## config.mk

```make
export PLATFORM = sky130hd
export DESIGN_NAME = sfd_decoder
export DESIGN_NICKNAME = d
export VERILOG_FILES = /design/src/sfd_pkg.sv /design/src/sfd_decoder.sv
export VERILOG_INCLUDE_DIRS = /design/src /design/src/src
export SDC_FILE = /design/constraint.sdc
export NUM_CORES = 1
export LEC_CHECK = 0
export BUFFER_PORTS_ARGS = -buffer_cell sky130_fd_sc_hd__buf_2
export CAP_MARGIN = 5
export CORE_ASPECT_RATIO = 0.5
export CORE_MARGIN = 3
export CORE_UTILIZATION = 38
export CTS_BUF_LIST = sky130_fd_sc_hd__clkbuf_8
export CTS_CLUSTER_SIZE = 10
export DETAILED_ROUTE_END_ITERATION = 6
export REMOVE_ABC_BUFFERS = 1
export SETUP_SLACK_MARGIN = 0.05
export SYNTH_ARGS = -nofsm -noshare
export SYNTH_HDL_FRONTEND = slang
export SYNTH_SLANG_ARGS = --single-unit
```

## constraint.sdc

```tcl
create_clock -name CLK -period 2.3 [get_ports CLK]
set_input_delay 0.115 -clock CLK [delete_from_list [all_inputs] [get_ports CLK]]
set_output_delay 0.115 -clock CLK [all_outputs]
set_load 0.05 [all_outputs]
```

## src/sfd_cfg.svh

```systemverilog
// constants of the storage format decoder: widths, fields, opcodes
`ifndef SFD_CFG_SVH
`define SFD_CFG_SVH

// ---------------------------------------------------------------
// widths
// ---------------------------------------------------------------
`define SFD_AW        24
`define SFD_GPR_W     32
`define SFD_CNT_W     9

// ---------------------------------------------------------------
// field positions, instruction bit 0 is INSTR[47]
// ---------------------------------------------------------------
`define SFD_F_OPC     47:40
`define SFD_F_BYTE1   39:32
`define SFD_F_B1      31:28
`define SFD_F_D1      27:16
`define SFD_F_B2      15:12
`define SFD_F_D2      11:0
`define SFD_F_L1      7:4
`define SFD_F_L2      3:0

// ---------------------------------------------------------------
// instruction lengths and counts
// ---------------------------------------------------------------
`define SFD_ILEN_SI   24'h000004
`define SFD_ILEN_SS   24'h000006
`define SFD_CNT_ONE   9'h001
`define SFD_CNT_ZERO  9'h000
`define SFD_CNT_MAX1  9'h100
`define SFD_CNT_MAX2  9'h010

// ---------------------------------------------------------------
// opcodes; values are arbitrary
// ---------------------------------------------------------------
`define OPC_IMMEDIATE_ADD       8'h40
`define OPC_IMMEDIATE_CMP_LOG   8'h41
`define OPC_IMMEDIATE_MOVE      8'h42
`define OPC_IMMEDIATE_AND       8'h43
`define OPC_IMMEDIATE_OR        8'h44
`define OPC_MASK_TEST           8'h45
`define OPC_IMMEDIATE_XOR       8'h46
`define OPC_HALT_PROCEED        8'h48
`define OPC_STATE_WORD_LOAD     8'h49
`define OPC_SYSTEM_MASK_SET     8'h4a
`define OPC_IO_START            8'h4c
`define OPC_CHAR_CMP_LOG        8'h60
`define OPC_PATTERN_FORMAT_OP   8'h61
`define OPC_CHAR_MOVE           8'h62
`define OPC_LOW_NIBBLE_MOVE     8'h63
`define OPC_HIGH_NIBBLE_MOVE    8'h64
`define OPC_CHAR_AND_OP         8'h65
`define OPC_CHAR_OR_OP          8'h66
`define OPC_BYTE_TABLE_LOOKUP   8'h67
`define OPC_CHAR_XOR_OP         8'h68
`define OPC_DECIMAL_ADD         8'h70
`define OPC_DECIMAL_COMPARE     8'h71
`define OPC_DECIMAL_DIVIDE      8'h72
`define OPC_DECIMAL_MULTIPLY    8'h73
`define OPC_NIBBLE_SHIFT_MOVE   8'h74
`define OPC_DECIMAL_PACK        8'h75
`define OPC_DECIMAL_MINUS       8'h76
`define OPC_DECIMAL_EXPAND      8'h77
`define OPC_DECIMAL_ZERO_ADD    8'h78

`endif

```

## src/sfd_pkg.sv

```systemverilog
// types of the storage format decoder
`include "sfd_cfg.svh"

package sfd_pkg;

    typedef enum logic [1:0] {
        ST_IDLE = 2'b01,
        ST_BASE = 2'b10
    } sfd_state_t;

    typedef enum logic [1:0] {
        FMT_NONE = 2'h0,
        FMT_SI   = 2'h1,
        FMT_SS1  = 2'h2,
        FMT_SS2  = 2'h3
    } sfd_fmt_t;

    typedef enum logic [2:0] {
        CAT_NONE     = 3'h0,
        CAT_LOGICAL  = 3'h1,
        CAT_PROC_CTL = 3'h2,
        CAT_IO_CTL   = 3'h3,
        CAT_CHAR     = 3'h4,
        CAT_DECIMAL  = 3'h5
    } sfd_cat_t;

    typedef struct packed {
        sfd_fmt_t fmt;
        sfd_cat_t cat;
        logic     priv;
        logic     invalid;
    } sfd_class_t;

    typedef struct packed {
        sfd_class_t                cls;
        logic                      misaligned;
        logic [7:0]                opcode;
        logic [7:0]                immediate_byte;
        logic [`SFD_CNT_W-1:0]     op1_byte_count;
        logic [`SFD_CNT_W-1:0]     op2_byte_count;
        logic [`SFD_AW-1:0]        op1_ea;
        logic [`SFD_AW-1:0]        op2_ea;
        logic [`SFD_AW-1:0]        next_addr;
    } sfd_result_t;

    typedef struct packed {
        sfd_state_t                state;
        logic                      dec_valid;
        logic [7:0]                opc;
        logic [7:0]                byte1;
        logic [3:0]                op1_base_reg;
        logic [11:0]               op1_displacement;
        logic [3:0]                op2_base_reg;
        logic [11:0]               op2_displacement;
        logic [`SFD_AW-1:0]        ia;
        sfd_result_t               res;
    } sfd_regs_t;

endpackage

```

## src/sfd_decoder.sv

```systemverilog
// storage format decoder: field split, class, effective addresses
`timescale 1ns/1ps
`include "sfd_cfg.svh"

// Summary of operation
// - immediate format is four bytes; next address is plus four
// - immediate group holds eleven ops in three categories
// - seven immediate arithmetic and logic ops decode as logical
// - halt, state load, mask set and io start are privileged
// - opcode 0-7, immediate 8-15, base 16-19, displacement 20-31
// - immediate byte goes out unchanged as operand 2
// - immediate format operand 1 address is base plus displacement
// - equal length format is six bytes with one shared length
// - equal length format operands reach at most 256 bytes
// - length field from bit 8 applies to both operands
// - base/displacement at 16-19/20-31 and 32-35/36-47
// - each storage operand address is own base plus displacement
// - equal length group decodes nine character operations
// - unequal length format is six bytes, two separate lengths
// - unequal length operands reach at most 16 bytes each
// - bits 8-11 give operand 1 length, 12-15 operand 2 length
// - unequal group decodes decimal ops, offset move, pack, unpack
// - instructions start on even addresses; odd ones flagged
module sfd_decoder
    import sfd_pkg::*;
(
    input  wire logic                  CLK,
    input  wire logic                  RST_N,
    input  wire logic                  INSTR_VALID,
    input  wire logic [47:0]           INSTR,
    input  wire logic [`SFD_AW-1:0]    INSTR_ADDR,
    output      logic                  INSTR_READY,
    output      logic [3:0]            OP1_BASE_REG,
    output      logic [3:0]            OP2_BASE_REG,
    input  wire logic [`SFD_GPR_W-1:0] BASE1_VAL,
    input  wire logic [`SFD_GPR_W-1:0] BASE2_VAL,
    output      logic                  DEC_VALID,
    output      sfd_result_t           DEC_RESULT
);

    // ---------------------------------------------------------------
    // functions
    // ---------------------------------------------------------------
    function automatic sfd_class_t sfd_decode(input logic [7:0] opc);
        sfd_class_t c;
        c = '{FMT_NONE, CAT_NONE, 1'b0, 1'b0};
        case (opc)
            // eleven immediate ops in three categories
            `OPC_IMMEDIATE_ADD,
            `OPC_IMMEDIATE_CMP_LOG,
            `OPC_IMMEDIATE_MOVE,
            `OPC_IMMEDIATE_AND,
            `OPC_IMMEDIATE_OR,
            `OPC_MASK_TEST,
            `OPC_IMMEDIATE_XOR:
                c = '{FMT_SI, CAT_LOGICAL, 1'b0, 1'b0};
            `OPC_HALT_PROCEED,
            `OPC_STATE_WORD_LOAD,
            `OPC_SYSTEM_MASK_SET:
                c = '{FMT_SI, CAT_PROC_CTL, 1'b1, 1'b0};
            `OPC_IO_START:
                c = '{FMT_SI, CAT_IO_CTL, 1'b1, 1'b0};
            // nine character ops, shared length
            `OPC_CHAR_CMP_LOG,
            `OPC_PATTERN_FORMAT_OP,
            `OPC_CHAR_MOVE,
            `OPC_LOW_NIBBLE_MOVE,
            `OPC_HIGH_NIBBLE_MOVE,
            `OPC_CHAR_AND_OP,
            `OPC_CHAR_OR_OP,
            `OPC_BYTE_TABLE_LOOKUP,
            `OPC_CHAR_XOR_OP:
                c = '{FMT_SS1, CAT_CHAR, 1'b0, 1'b0};
            // decimal and nibble ops, split lengths
            `OPC_DECIMAL_ADD,
            `OPC_DECIMAL_COMPARE,
            `OPC_DECIMAL_DIVIDE,
            `OPC_DECIMAL_MULTIPLY,
            `OPC_NIBBLE_SHIFT_MOVE,
            `OPC_DECIMAL_PACK,
            `OPC_DECIMAL_MINUS,
            `OPC_DECIMAL_EXPAND,
            `OPC_DECIMAL_ZERO_ADD:
                c = '{FMT_SS2, CAT_DECIMAL, 1'b0, 1'b0};
            default:
                c = '{FMT_NONE, CAT_NONE, 1'b0, 1'b1};
        endcase
        return c;
    endfunction

    // carry out of the top address bit is simply lost
    function automatic logic [`SFD_AW-1:0] sfd_ea(
        input logic [`SFD_GPR_W-1:0] base,
        input logic [11:0]           disp
    );
        logic [`SFD_GPR_W-1:0] sum;
        sum = base + {{(`SFD_GPR_W-12){1'b0}}, disp};
        return sum[`SFD_AW-1:0];
    endfunction

    // encoded length is count minus one
    function automatic logic [`SFD_CNT_W-1:0] sfd_count(
        input logic [7:0] len
    );
        return {1'b0, len} + `SFD_CNT_ONE;
    endfunction

    // ---------------------------------------------------------------
    // state
    // ---------------------------------------------------------------
    sfd_regs_t  s_q;
    sfd_regs_t  s_d;
    sfd_class_t cls;
    logic       is_si;

    assign cls   = sfd_decode(s_q.opc);
    assign is_si = (cls.fmt == FMT_SI);

    // ---------------------------------------------------------------
    // next state
    // ---------------------------------------------------------------
    always_comb
    begin
        s_d           = s_q;
        s_d.dec_valid = 1'b0;
        unique case (s_q.state)
            ST_IDLE:
            begin
                if (INSTR_VALID)
                begin
                    s_d.opc              = INSTR[`SFD_F_OPC];
                    s_d.byte1            = INSTR[`SFD_F_BYTE1];
                    s_d.op1_base_reg     = INSTR[`SFD_F_B1];
                    s_d.op1_displacement = INSTR[`SFD_F_D1];
                    s_d.op2_base_reg     = INSTR[`SFD_F_B2];
                    s_d.op2_displacement = INSTR[`SFD_F_D2];
                    s_d.ia               = INSTR_ADDR;
                    s_d.state            = ST_BASE;
                end
            end
            ST_BASE:
            begin
                // base values are read while the selects stand
                s_d.res.cls        = cls;
                s_d.res.opcode     = s_q.opc;
                s_d.res.misaligned = s_q.ia[0];
                s_d.res.immediate_byte =
                    is_si ? s_q.byte1 : 8'h00;
                s_d.res.op1_ea = sfd_ea(BASE1_VAL,
                    s_q.op1_displacement);
                s_d.res.op2_ea = is_si ? '0 : sfd_ea(BASE2_VAL,
                    s_q.op2_displacement);
                unique case (cls.fmt)
                    FMT_SI:
                    begin
                        s_d.res.op1_byte_count = `SFD_CNT_ONE;
                        s_d.res.op2_byte_count = `SFD_CNT_ONE;
                        s_d.res.next_addr =
                            s_q.ia + `SFD_ILEN_SI;
                    end
                    FMT_SS1:
                    begin
                        s_d.res.op1_byte_count =
                            sfd_count(s_q.byte1);
                        s_d.res.op2_byte_count =
                            sfd_count(s_q.byte1);
                        s_d.res.next_addr =
                            s_q.ia + `SFD_ILEN_SS;
                    end
                    FMT_SS2:
                    begin
                        s_d.res.op1_byte_count = sfd_count(
                            {4'h0, s_q.byte1[`SFD_F_L1]});
                        s_d.res.op2_byte_count = sfd_count(
                            {4'h0, s_q.byte1[`SFD_F_L2]});
                        s_d.res.next_addr =
                            s_q.ia + `SFD_ILEN_SS;
                    end
                    FMT_NONE:
                    begin
                        // unknown length: fetch must not advance
                        s_d.res.op1_byte_count = `SFD_CNT_ZERO;
                        s_d.res.op2_byte_count = `SFD_CNT_ZERO;
                        s_d.res.next_addr      = s_q.ia;
                    end
                endcase
                s_d.dec_valid = 1'b1;
                s_d.state     = ST_IDLE;
            end
        endcase
    end

    always_ff @(posedge CLK)
    begin
        if (!RST_N)
        begin
            s_q       <= '0;
            s_q.state <= ST_IDLE;
        end
        else
        begin
            s_q <= s_d;
        end
    end

    // ---------------------------------------------------------------
    // outputs
    // ---------------------------------------------------------------
    assign INSTR_READY  = (s_q.state == ST_IDLE);
    assign OP1_BASE_REG = s_q.op1_base_reg;
    assign OP2_BASE_REG = s_q.op2_base_reg;
    assign DEC_VALID    = s_q.dec_valid;
    assign DEC_RESULT   = s_q.res;
endmodule // sfd_decoder

```

==> results of run 1 <==
-- logic make-up after synthesis --
logic type | Yosys count
AO/OA/AOI/OAI | 272
XOR/XNOR | 60
adder cells (fa/ha/maj) | 32
buffers and inverters | 199
flip-flops | 187
multiplexers | 9
AND/OR/NAND/NOR | 416
-- layout make-up --
class / count / area, um2
Fill cell: 2351 / 12400
Multi-Input combinational cell: 789 / 4700
Sequential cell: 187 / 3750
Timing Repair Buffer: 384 / 2520
Tap cell: 336 / 420
Clock buffer: 19 / 262
Clock inverter: 13 / 125
Inverter: 19 / 73.8
-- registers in the layout, indices dropped and copies added, names as in the netlist, named ones only --
signal	count
OP2_BASE_REG	4
s_q	66
OP1_BASE_REG	4
DEC_RESULT	107
DEC_VALID	1
-- per-layer routing --
metal / part of all wire [%] / GRT usage [%]
met5: 0 / 0
met4: 2.3 / 7.04
met3: 3.8 / 3.70
met2: 50 / 35.6
met1: 44 / 23.6
-- worst max-delay path, cell delays in order (launching register included) --
cell and delay, ps:
dfxtp_2 350, ha_4 160, fa_2 360, a211oi_4 230, o21ai_1 90, a22o_1 270, o41ai_2 200, buf_4 190
nor3_2 40, xnor2_1 150, o21ai_1 80
-- worst min-delay path by stage --
stage / startpoint / to / slack [ps]
3_5_place_dp: INSTR_ADDR[5] / s_q[119]$_SDFFE_PN0N_ / 360
3_3_place_gp: INSTR[15] / OP2_BASE_REG[3]$_SDFFE_PN0N_ / 360
4_1_cts: INSTR[42] / s_q[180]$_SDFFE_PN0N_ / 5
2_1_floorplan: RST_N / DEC_RESULT[10]$_SDFFE_PN0P_ / 240
5_1_grt: BASE2_VAL[1] / DEC_RESULT[25]$_SDFFE_PN0P_ / 100
6_report: BASE2_VAL[1] / DEC_RESULT[25]$_SDFFE_PN0P_ / 110
-- cells in the mapped netlist (13+ instances only) --
| library cell | n | area share, % |
|---|---|---|
| a211oi_1 | 13 | 1.0 |
| a21oi_1 | 126 | 6.7 |
| a22o_1 | 14 | 1.3 |
| buf_4 | 122 | 9.7 |
| clkbuf_1 | 44 | 1.7 |
| dfxtp_1 | 187 | 40 |
| ha_1 | 29 | 3.8 |
| inv_1 | 15 | 0.59 |
| nand2_1 | 257 | 10 |
| nand3_1 | 20 | 1.1 |
| nor2_1 | 58 | 2.3 |
| nor3_1 | 19 | 1.0 |
| o21ai_0 | 34 | 1.8 |
| o21ai_1 | 36 | 1.9 |
| xnor2_1 | 37 | 3.4 |
| xor2_1 | 23 | 2.1 |
-- report_power, final --
part | leakage (nW) | switching, mW | internal, mW
logic | 3.31 | 0.960 | 0.577
clock network | 0.204 | 1.21 | 1.01
registers | 1.52 | 0.121 | 3.39
total | 5.03 | 2.29 | 4.98
-- what timing repair did --
action,in CTS,in global routing
pin swaps,5,13
resized for setup,8,34
endpoints found under the hold margin,100,1
endpoints found under the setup margin,12,25
buffers inserted,2,3
hold buffers,99,1
-- stage by stage --
step           setup WS [ps]  utilization [%]
6_report                52.7             48.9
3_5_place_dp            -154             42.3
5_1_grt                -39.9             48.9
2_1_floorplan          -2170                -
4_1_cts                 31.8             48.2
3_3_place_gp           -27.9             42.3
==> summary.md, run 1 <==
| Metric | Value |
|---|---|
| Status | `finished, final reports clean` |
| DR WL/cell | `15.5 um` |
| Tot GR Track Use | `19.8%` |
| Syn avg cell area | `8.06 um2` |
| Cell area after synthesis | `9470 um2` |
| Via count | `8584` |
| Xor/xnor cell area share of the yosys netlist | `5.55%` |
| Worst hold slack | `111 ps` |
| Tmin final | `2250 ps` |
| Clock skew | `11.9 ps` |
| Total power draw | `7.27 mW` |
| Required @ worst endpoint | `2680 ps` |
| CTS tree | `yes` |
| Placed cell count | `1610` |
| Critical Path Fanout Max | `5` |
| Worst slew margin | `27.1%` |
| Leakage | `5.03 nW` |
| Initial antenna violation count | `0` |
| RSZ-0062 raised after global routing | `yes` |
| IO Pins | `263` |
| Post-Synth Adder-Cell Area | `4.36%` |
| Post-detail-place hpwl | `19.1 mm` |
| Asr flop ratio synth | `0%` |
| Main flop type after synthesis | `dfxtp_1` |
| Most frequent cells in the layout | `nand2_1 (256), buf_2 (246), dfxtp_1 (183)` |
| Finish-stage setup viols | `0` |
| RePlAce Congestion | `0.868` |
| CP startpoint | `s_q[138]$_SDFFE_PN0N_` |
| Clock tree buffer depth | `2` |
| Core area | `24200 um2` |
| Placed Instance Area | `10200 um2` |
| Clock sinks | `187` |
| Maximum vdd drop | `0.000399 V` |
| Synth Register Bits | `187` |
| CTS root buf | `clkbuf_8` |
| # port buffers | `246` |
| DRT Pass-1 Iters | `6` |
| Largest net degree at the start of global routing | `96` |
| # H-tree levels | `4` |
| Synth Area in Simple Gates | `19.2%` |
| Yosys synthesis warning count | `0` |
| Pwr Density | `614 nW/um2` |
| DRC viols | `0` |
| Tcrit/Tclk final | `97.7%` |
| Share of layout cells above drive strength 1 | `26.2%` |
| FF-to-FF End | `DEC_RESULT[42]$_SDFFE_PN0P_` |
| Clock insertion delay at the later pin of the skew report | `490 ps` |
| Worst-Margin Slew | `1090 ps` |
| Worst hold path depth | `3` |
| Critical path arrival | `2620 ps` |
| Die X | `229 um` |
| Area Growth Syn to Fin | `25.2%` |
| Fmax | `445 MHz` |
| RR Startpoint | `s_q[138]$_SDFFE_PN0N_` |
| Final Non-Filler Cells | `1747` |
| Max Slew Vio Count | `0` |
| Compound-Gate Fraction of Synth Area | `17.4%` |
| GR Overflow Total | `0` |
| Crit. End Element | `register` |
| Design area | `11800 um2` |
| Reg2Reg Depth | `10` |
| Most common cell after layout, fill and taps aside | `nand2_1` |
| Hold Path Class | `primary input to register` |
| Routed Antenna Nets | `0` |
| Largest family of logic cells by synthesized area | `simple AND/OR/NAND/NOR gates` |
| First-pass GRT wire length | `43.4 mm` |
| Die height | `118 um` |
| Post-synthesis mux area share | `1.10%` |
| CTS Buf Count | `17` |
| Drt initial violations | `626` |
| Routed vias/inst | `4.91` |
| Startpoint Class | `register` |
| Post-Route Setup TNS | `0 ps` |
| # rows | `40` |
| CTS clk-pin slew, worst paths | `90 ps` |
| R2R Setup Slk | `50 ps` |
| Max Cap Viol | `0` |
| Vias in the first global route | `8525` |
| Seq/Total Area, Yosys | `39.6%` |
| Final #Nets | `1568` |
| CP Class | `register to register` |
| ANT cells | `0` |
| Distinct cells, synth | `66` |
| Cell count after synthesis | `1175` |
| Final hold vios | `0` |
| Routed WL | `27.0 mm` |
| Die Footprint | `27000 um2` |
| EDFF count, synth | `0` |
| Starting Density | `39.1%` |
| CP endpoint | `DEC_RESULT[42]$_SDFFE_PN0P_` |
Power figures use the tool's default switching activity.
==> run 2: changes to the inputs <==
--- a/config.mk
+++ b/config.mk
@@ -16,6 +16,7 @@
 export DETAILED_ROUTE_END_ITERATION = 6
 export REMOVE_ABC_BUFFERS = 1
 export SETUP_SLACK_MARGIN = 0.05
+export SKIP_CTS_REPAIR_TIMING = 1
 export SYNTH_ARGS = -nofsm -noshare
 export SYNTH_HDL_FRONTEND = slang
 export SYNTH_SLANG_ARGS = --single-unit
==> constraint.sdc (replaced) <==
create_clock -name CLK -period 1.9 [get_ports CLK]
set_input_delay 0.095 -clock CLK [delete_from_list [all_inputs] [get_ports CLK]]
set_output_delay 0.095 -clock CLK [all_outputs]
set_load 0.05 [all_outputs]
==> run 2 against run 1 <==
- the flow now finishes with violations (negative setup slack)
- critical path type unchanged
- cell count increased by 5.0%
- first-iteration DRC count decreased by 10%
- flip-flop and latch count unchanged
- clock skew increased by 3.1 ps
==> summary.md, run 2 (synthesis gave the netlist of run 1 again) <==
| Metric | Value |
|---|---|
| Crit. End Element | `register` |
| Core area | `24200 um2` |
| RR Startpoint | `s_q[138]$_SDFFE_PN0N_` |
| Largest net degree at the start of global routing | `95` |
| Die height | `118 um` |
| CTS root buf | `clkbuf_8` |
| CTS Buf Count | `17` |
| # rows | `40` |
| Vias in the first global route | `8374` |
| Clock insertion delay at the later pin of the skew report | `500 ps` |
| Clock tree buffer depth | `2` |
| Most common cell after layout, fill and taps aside | `nand2_1` |
| Leakage | `5.60 nW` |
| ANT cells | `0` |
| # H-tree levels | `4` |
| CTS clk-pin slew, worst paths | `100 ps` |
| Routed vias/inst | `4.88` |
| Crit path largest cell delay | `350 ps` |
| # port buffers | `246` |
| Multi-input gate area | `5120 um2` |
| Design area | `13100 um2` |
| Drt initial violations | `562` |
| DRT Pass-1 Iters | `5` |
| Hold Path Class | `primary input to register` |
| First-pass GRT wire length | `42.1 mm` |
| Met3 Resource Use GR | `4.06%` |
| Met2 usage | `33.4%` |
| Register Area | `3770 um2` |
| Maximum vdd drop | `0.000466 V` |
| Clock skew | `15.0 ps` |
| CP Class | `register to register` |
| Critical Path Fanout Max | `5` |
| Crit path max-delay family | `compound AO/OA/AOI/OAI gates` |
| Worst-Margin Slew | `566 ps` |
| Finish-stage setup viols | `37` |
| # fillers | `2254` |
| Hold path startpoint | `INSTR[43]` |
| CP startpoint | `s_q[138]$_SDFFE_PN0N_` |
| DR WL/cell | `15.8 um` |
| CTS tree | `yes` |
| Met1 Track Usage GR | `23.1%` |
| Clock sinks | `187` |
| Final hold vios | `0` |
| Max Cap Viol | `0` |
| Tmin final | `2290 ps` |
| Slowest CP cell | `dfxtp_2` |
| Share of layout cells above drive strength 1 | `35.2%` |
| Die Footprint | `27000 um2` |
| Startpoint Class | `register` |
| Initial antenna violation count | `0` |
| RSZ-0062 raised after global routing | `yes` |
| Critical path arrival | `2680 ps` |
| Placed cell count | `1684` |
| Tot GR Track Use | `19.2%` |
| GR peak layer | `met2` |
| Crit path cell chain | `ha_4, fa_2, a211oi_2, o21ai_1, a22o_1, o41ai_2, buf_4, nor3_1, xnor2_1, o21ai_1` |
| Status | `finished, violations left` |
| Max FFs per register | `107` |
| Routed WL | `29.0 mm` |
| RePlAce Congestion | `0.905` |
| Placed Instance Area | `10800 um2` |
| DRC viols | `0` |
| Cell mode on critical path | `o21ai_1` |
| Required @ worst endpoint | `2280 ps` |
| Total power draw | `9.53 mW` |
| PnR worst setup slack | `-393 ps` |
| Final Non-Filler Cells | `1835` |
| Fmax | `436 MHz` |
| IO Pins | `263` |
| Post-Route Setup TNS | `-6540 ps` |
| Max Slew Vio Count | `0` |
| GR Overflow Total | `0` |
| Starting Density | `39.1%` |
| Via count | `8947` |
| Routed Antenna Nets | `0` |
| Final #Nets | `1659` |
| CP bufs+invs | `1` |
| Tcrit/Tclk final | `121%` |
| Post-detail-place hpwl | `19.4 mm` |
| Fin util | `54.1%` |
| Area Growth Syn to Fin | `38.4%` |
| Worst slew margin | `62.3%` |
| Die X | `229 um` |
| Most frequent cells in the layout | `nand2_1 (252), buf_2 (246), dfxtp_1 (174)` |
| Failing checks | `negative setup slack` |
| Pwr Density | `728 nW/um2` |
run 2: cell count changes in the layout (fill, tap and decap cells not counted), sizes merged:
cell and delta:
clkbuf -2, bufinv +3, inv +2, clkinv -5, buf +95, clkinvlp -1
dlygate4sd3 -4
run 2: worst min-delay path, stage by stage:
cell,delay [ps]
buf_2,100
nand2_1,70
a21oi_2,70
buf_4,160
run 2: through the flow:
stage | hold WS, ps | worst slack (ps)
4_1_cts | -213 | -515
3_3_place_gp | 335 | -428
5_1_grt | 13.8 | -511
2_1_floorplan | 217 | -2570
6_report | 33.2 | -393
3_5_place_dp | 341 | -501
run 2: report_power, final:
part	leakage (nW)	total [mW]	internal (mW)	switching, mW
logic	3.85	2.17	0.897	1.28
clock network	0.223	3.11	1.57	1.54
registers	1.53	4.25	4.11	0.144
run 2: worst paths after layout:
kind / end / slack (ps) / cells past startpoint
max: DEC_RESULT[40]$_SDFFE_PN0P_ / -390 / 10
max reg2reg: DEC_RESULT[40]$_SDFFE_PN0P_ / -390 / 10
min reg2reg: DEC_RESULT[35]$_SDFFE_PN0P_ / 440 / 2
min: s_q[181]$_SDFFE_PN0N_ / 30 / 4
run 2: final cells by class:
| cell class | instances | area share (%) |
|---|---|---|
| timing repair buffer | 475 | 25.0 |
| clock buffer | 17 | 1.79 |
| clock inverter | 12 | 1.61 |
| sequential | 187 | 28.8 |
| tap | 336 | 3.21 |
| inverter | 19 | 0.564 |
| multi-input combinational | 789 | 39.1 |
run 2: routing by layer:
metal,vias up,part of all wire [%]
li1,4485,-
met1,4215,43
met2,190,51
met3,57,3.1
met4,0,3.0
met5,-,0
==> run 3: changes to the inputs <==
--- a/config.mk
+++ b/config.mk
@@ -14,6 +14,8 @@
 export CTS_BUF_LIST = sky130_fd_sc_hd__clkbuf_8
 export CTS_CLUSTER_SIZE = 10
 export DETAILED_ROUTE_END_ITERATION = 6
+export GPL_ROUTABILITY_DRIVEN = 0
+export MAX_ROUTING_LAYER = met4
 export REMOVE_ABC_BUFFERS = 1
 export SETUP_SLACK_MARGIN = 0.05
 export SKIP_CTS_REPAIR_TIMING = 1
==> run 3 against run 2 <==
- the run still ends with negative setup slack left
- clock power is essentially flat
- routed wire length grew 0.17%
- sequential power is essentially flat
- largest cell class unchanged
==> summary.md, run 3 (synthesis gave the netlist of run 1 again) <==
| Metric | Value |
|---|---|
| Status | `finished, violations left` |
| Failing checks | `negative setup slack` |
| Share of layout cells above drive strength 1 | `35.2%` |
| Required @ worst endpoint | `2280 ps` |
| Die height | `118 um` |
| Clock sinks | `187` |
| Vias in the first global route | `8386` |
| IO Pins | `263` |
| Core area | `24200 um2` |
| Pwr Density | `727 nW/um2` |
| DRC viols | `0` |
| RR Startpoint | `s_q[138]$_SDFFE_PN0N_` |
| # H-tree levels | `4` |
| Clock skew | `14.8 ps` |
| Most frequent cells in the layout | `nand2_1 (252), buf_2 (246), dfxtp_1 (174)` |
| Tot GR Track Use | `19.8%` |
| Drt initial violations | `567` |
| Starting Density | `39.1%` |
| Routed WL | `29.1 mm` |
| CP startpoint | `s_q[138]$_SDFFE_PN0N_` |
| Final #Nets | `1659` |
| FF-to-FF End | `DEC_RESULT[40]$_SDFFE_PN0P_` |
| CP endpoint | `DEC_RESULT[40]$_SDFFE_PN0P_` |
| Most common cell after layout, fill and taps aside | `nand2_1` |
| DR WL/cell | `15.8 um` |
| Startpoint Class | `register` |
| Clock tree buffer depth | `2` |
| Final hold vios | `0` |
| Via count | `8932` |
| CP Class | `register to register` |
| GR Overflow Total | `0` |
| Finish-stage setup viols | `37` |
| CTS root buf | `clkbuf_8` |
| Fin util | `54.1%` |
| DRT Pass-1 Iters | `5` |
| Die Footprint | `27000 um2` |
| Worst-Margin Slew | `556 ps` |
| Maximum vdd drop | `0.000461 V` |
| Hold Path Class | `primary input to register` |
| # port buffers | `246` |
| Routed Antenna Nets | `0` |
| Max Slew Vio Count | `0` |
| Initial antenna violation count | `0` |
| Crit. End Element | `register` |
| Routed vias/inst | `4.87` |
| Leakage | `5.60 nW` |
| Dpl ws | `-501 ps` |
| Area Growth Syn to Fin | `38.4%` |
| Tcrit/Tclk final | `121%` |
| RSZ-0062 raised after global routing | `yes` |
| CTS clk-pin slew, worst paths | `100 ps` |
| R2R Setup Slk | `-390 ps` |
| Clock insertion delay at the later pin of the skew report | `500 ps` |
| ANT cells | `0` |
| Total power draw | `9.53 mW` |
| First-pass GRT wire length | `42.1 mm` |
| CTS Buf Count | `17` |
| Post-detail-place hpwl | `19.4 mm` |
| Tmin final | `2290 ps` |
| Fmax | `436 MHz` |
| CTS tree | `yes` |
| Max Cap Viol | `0` |
| Critical Path Fanout Max | `5` |
| Worst slew margin | `62.9%` |
| Critical path arrival | `2670 ps` |
| Reg2Reg Depth | `10` |
| Die X | `229 um` |
| # rows | `40` |
| PnR worst setup slack | `-391 ps` |
| Max FFs per register | `107` |
| Largest net degree at the start of global routing | `95` |
run 3: how the worst min path moves through the flow:
stage | from | depth (start not counted) | slack [ps] | end
after CTS | INSTR[13] | 3 | -210 | OP2_BASE_REG[1]$_SDFFE_PN0N_
after floorplan | RST_N | 1 | 220 | DEC_RESULT[10]$_SDFFE_PN0P_
after detailed placement | INSTR[13] | 3 | 340 | OP2_BASE_REG[1]$_SDFFE_PN0N_
after global placement | INSTR[13] | 3 | 340 | OP2_BASE_REG[1]$_SDFFE_PN0N_
after global routing | INSTR[43] | 4 | 10 | s_q[181]$_SDFFE_PN0N_
final | INSTR[43] | 4 | 40 | s_q[181]$_SDFFE_PN0N_
run 3: cell type report:
type,instances,area (um2)
multi-input cells,789,5120
clock inverters,12,211
repair buffers,475,3280
clock buffers,17,234
inverters,19,73.8
well taps,336,420
flip-flops and latches,187,3770
fillers,2254,11100
run 3: per-stage QoR:
step	cells	TNS [ps]	hold WS (ps)	instance area (um2)
after global placement	1684	-7210	335	10800
after global routing	1835	-10820	13.8	13100
after floorplan	995	-190920	217	8320
after CTS	1713	-10550	-213	11300
after detailed placement	1684	-9530	341	10800
final	1835	-6630	39.3	13100
run 3: worst max-delay path: stages, from the launching register on:
cell      delay, ps
dfxtp_2         350
ha_4            160
fa_2            340
a211oi_2        270
o21ai_1         110
a22o_1          250
o41ai_2         210
buf_4           200
nor3_1           60
xnor2_1         160
o21ai_1          70
run 3: power by group:
part / internal [mW] / switching [mW] / total, mW
registers: 4.11 / 0.145 / 4.25
clock network: 1.57 / 1.53 / 3.10
logic: 0.897 / 1.28 / 2.17
total: 6.58 / 2.95 / 9.53
run 3: routing by layer:
metal / track usage [%] / vias to the layer above / part of all wire, %
met2: 33.3 / 178 / 51
li1: - / 4483 / -
met4: 8.29 / 0 / 2.7
met3: 3.77 / 46 / 3.2
met1: 23.3 / 4225 / 43
met5: - / - / 0
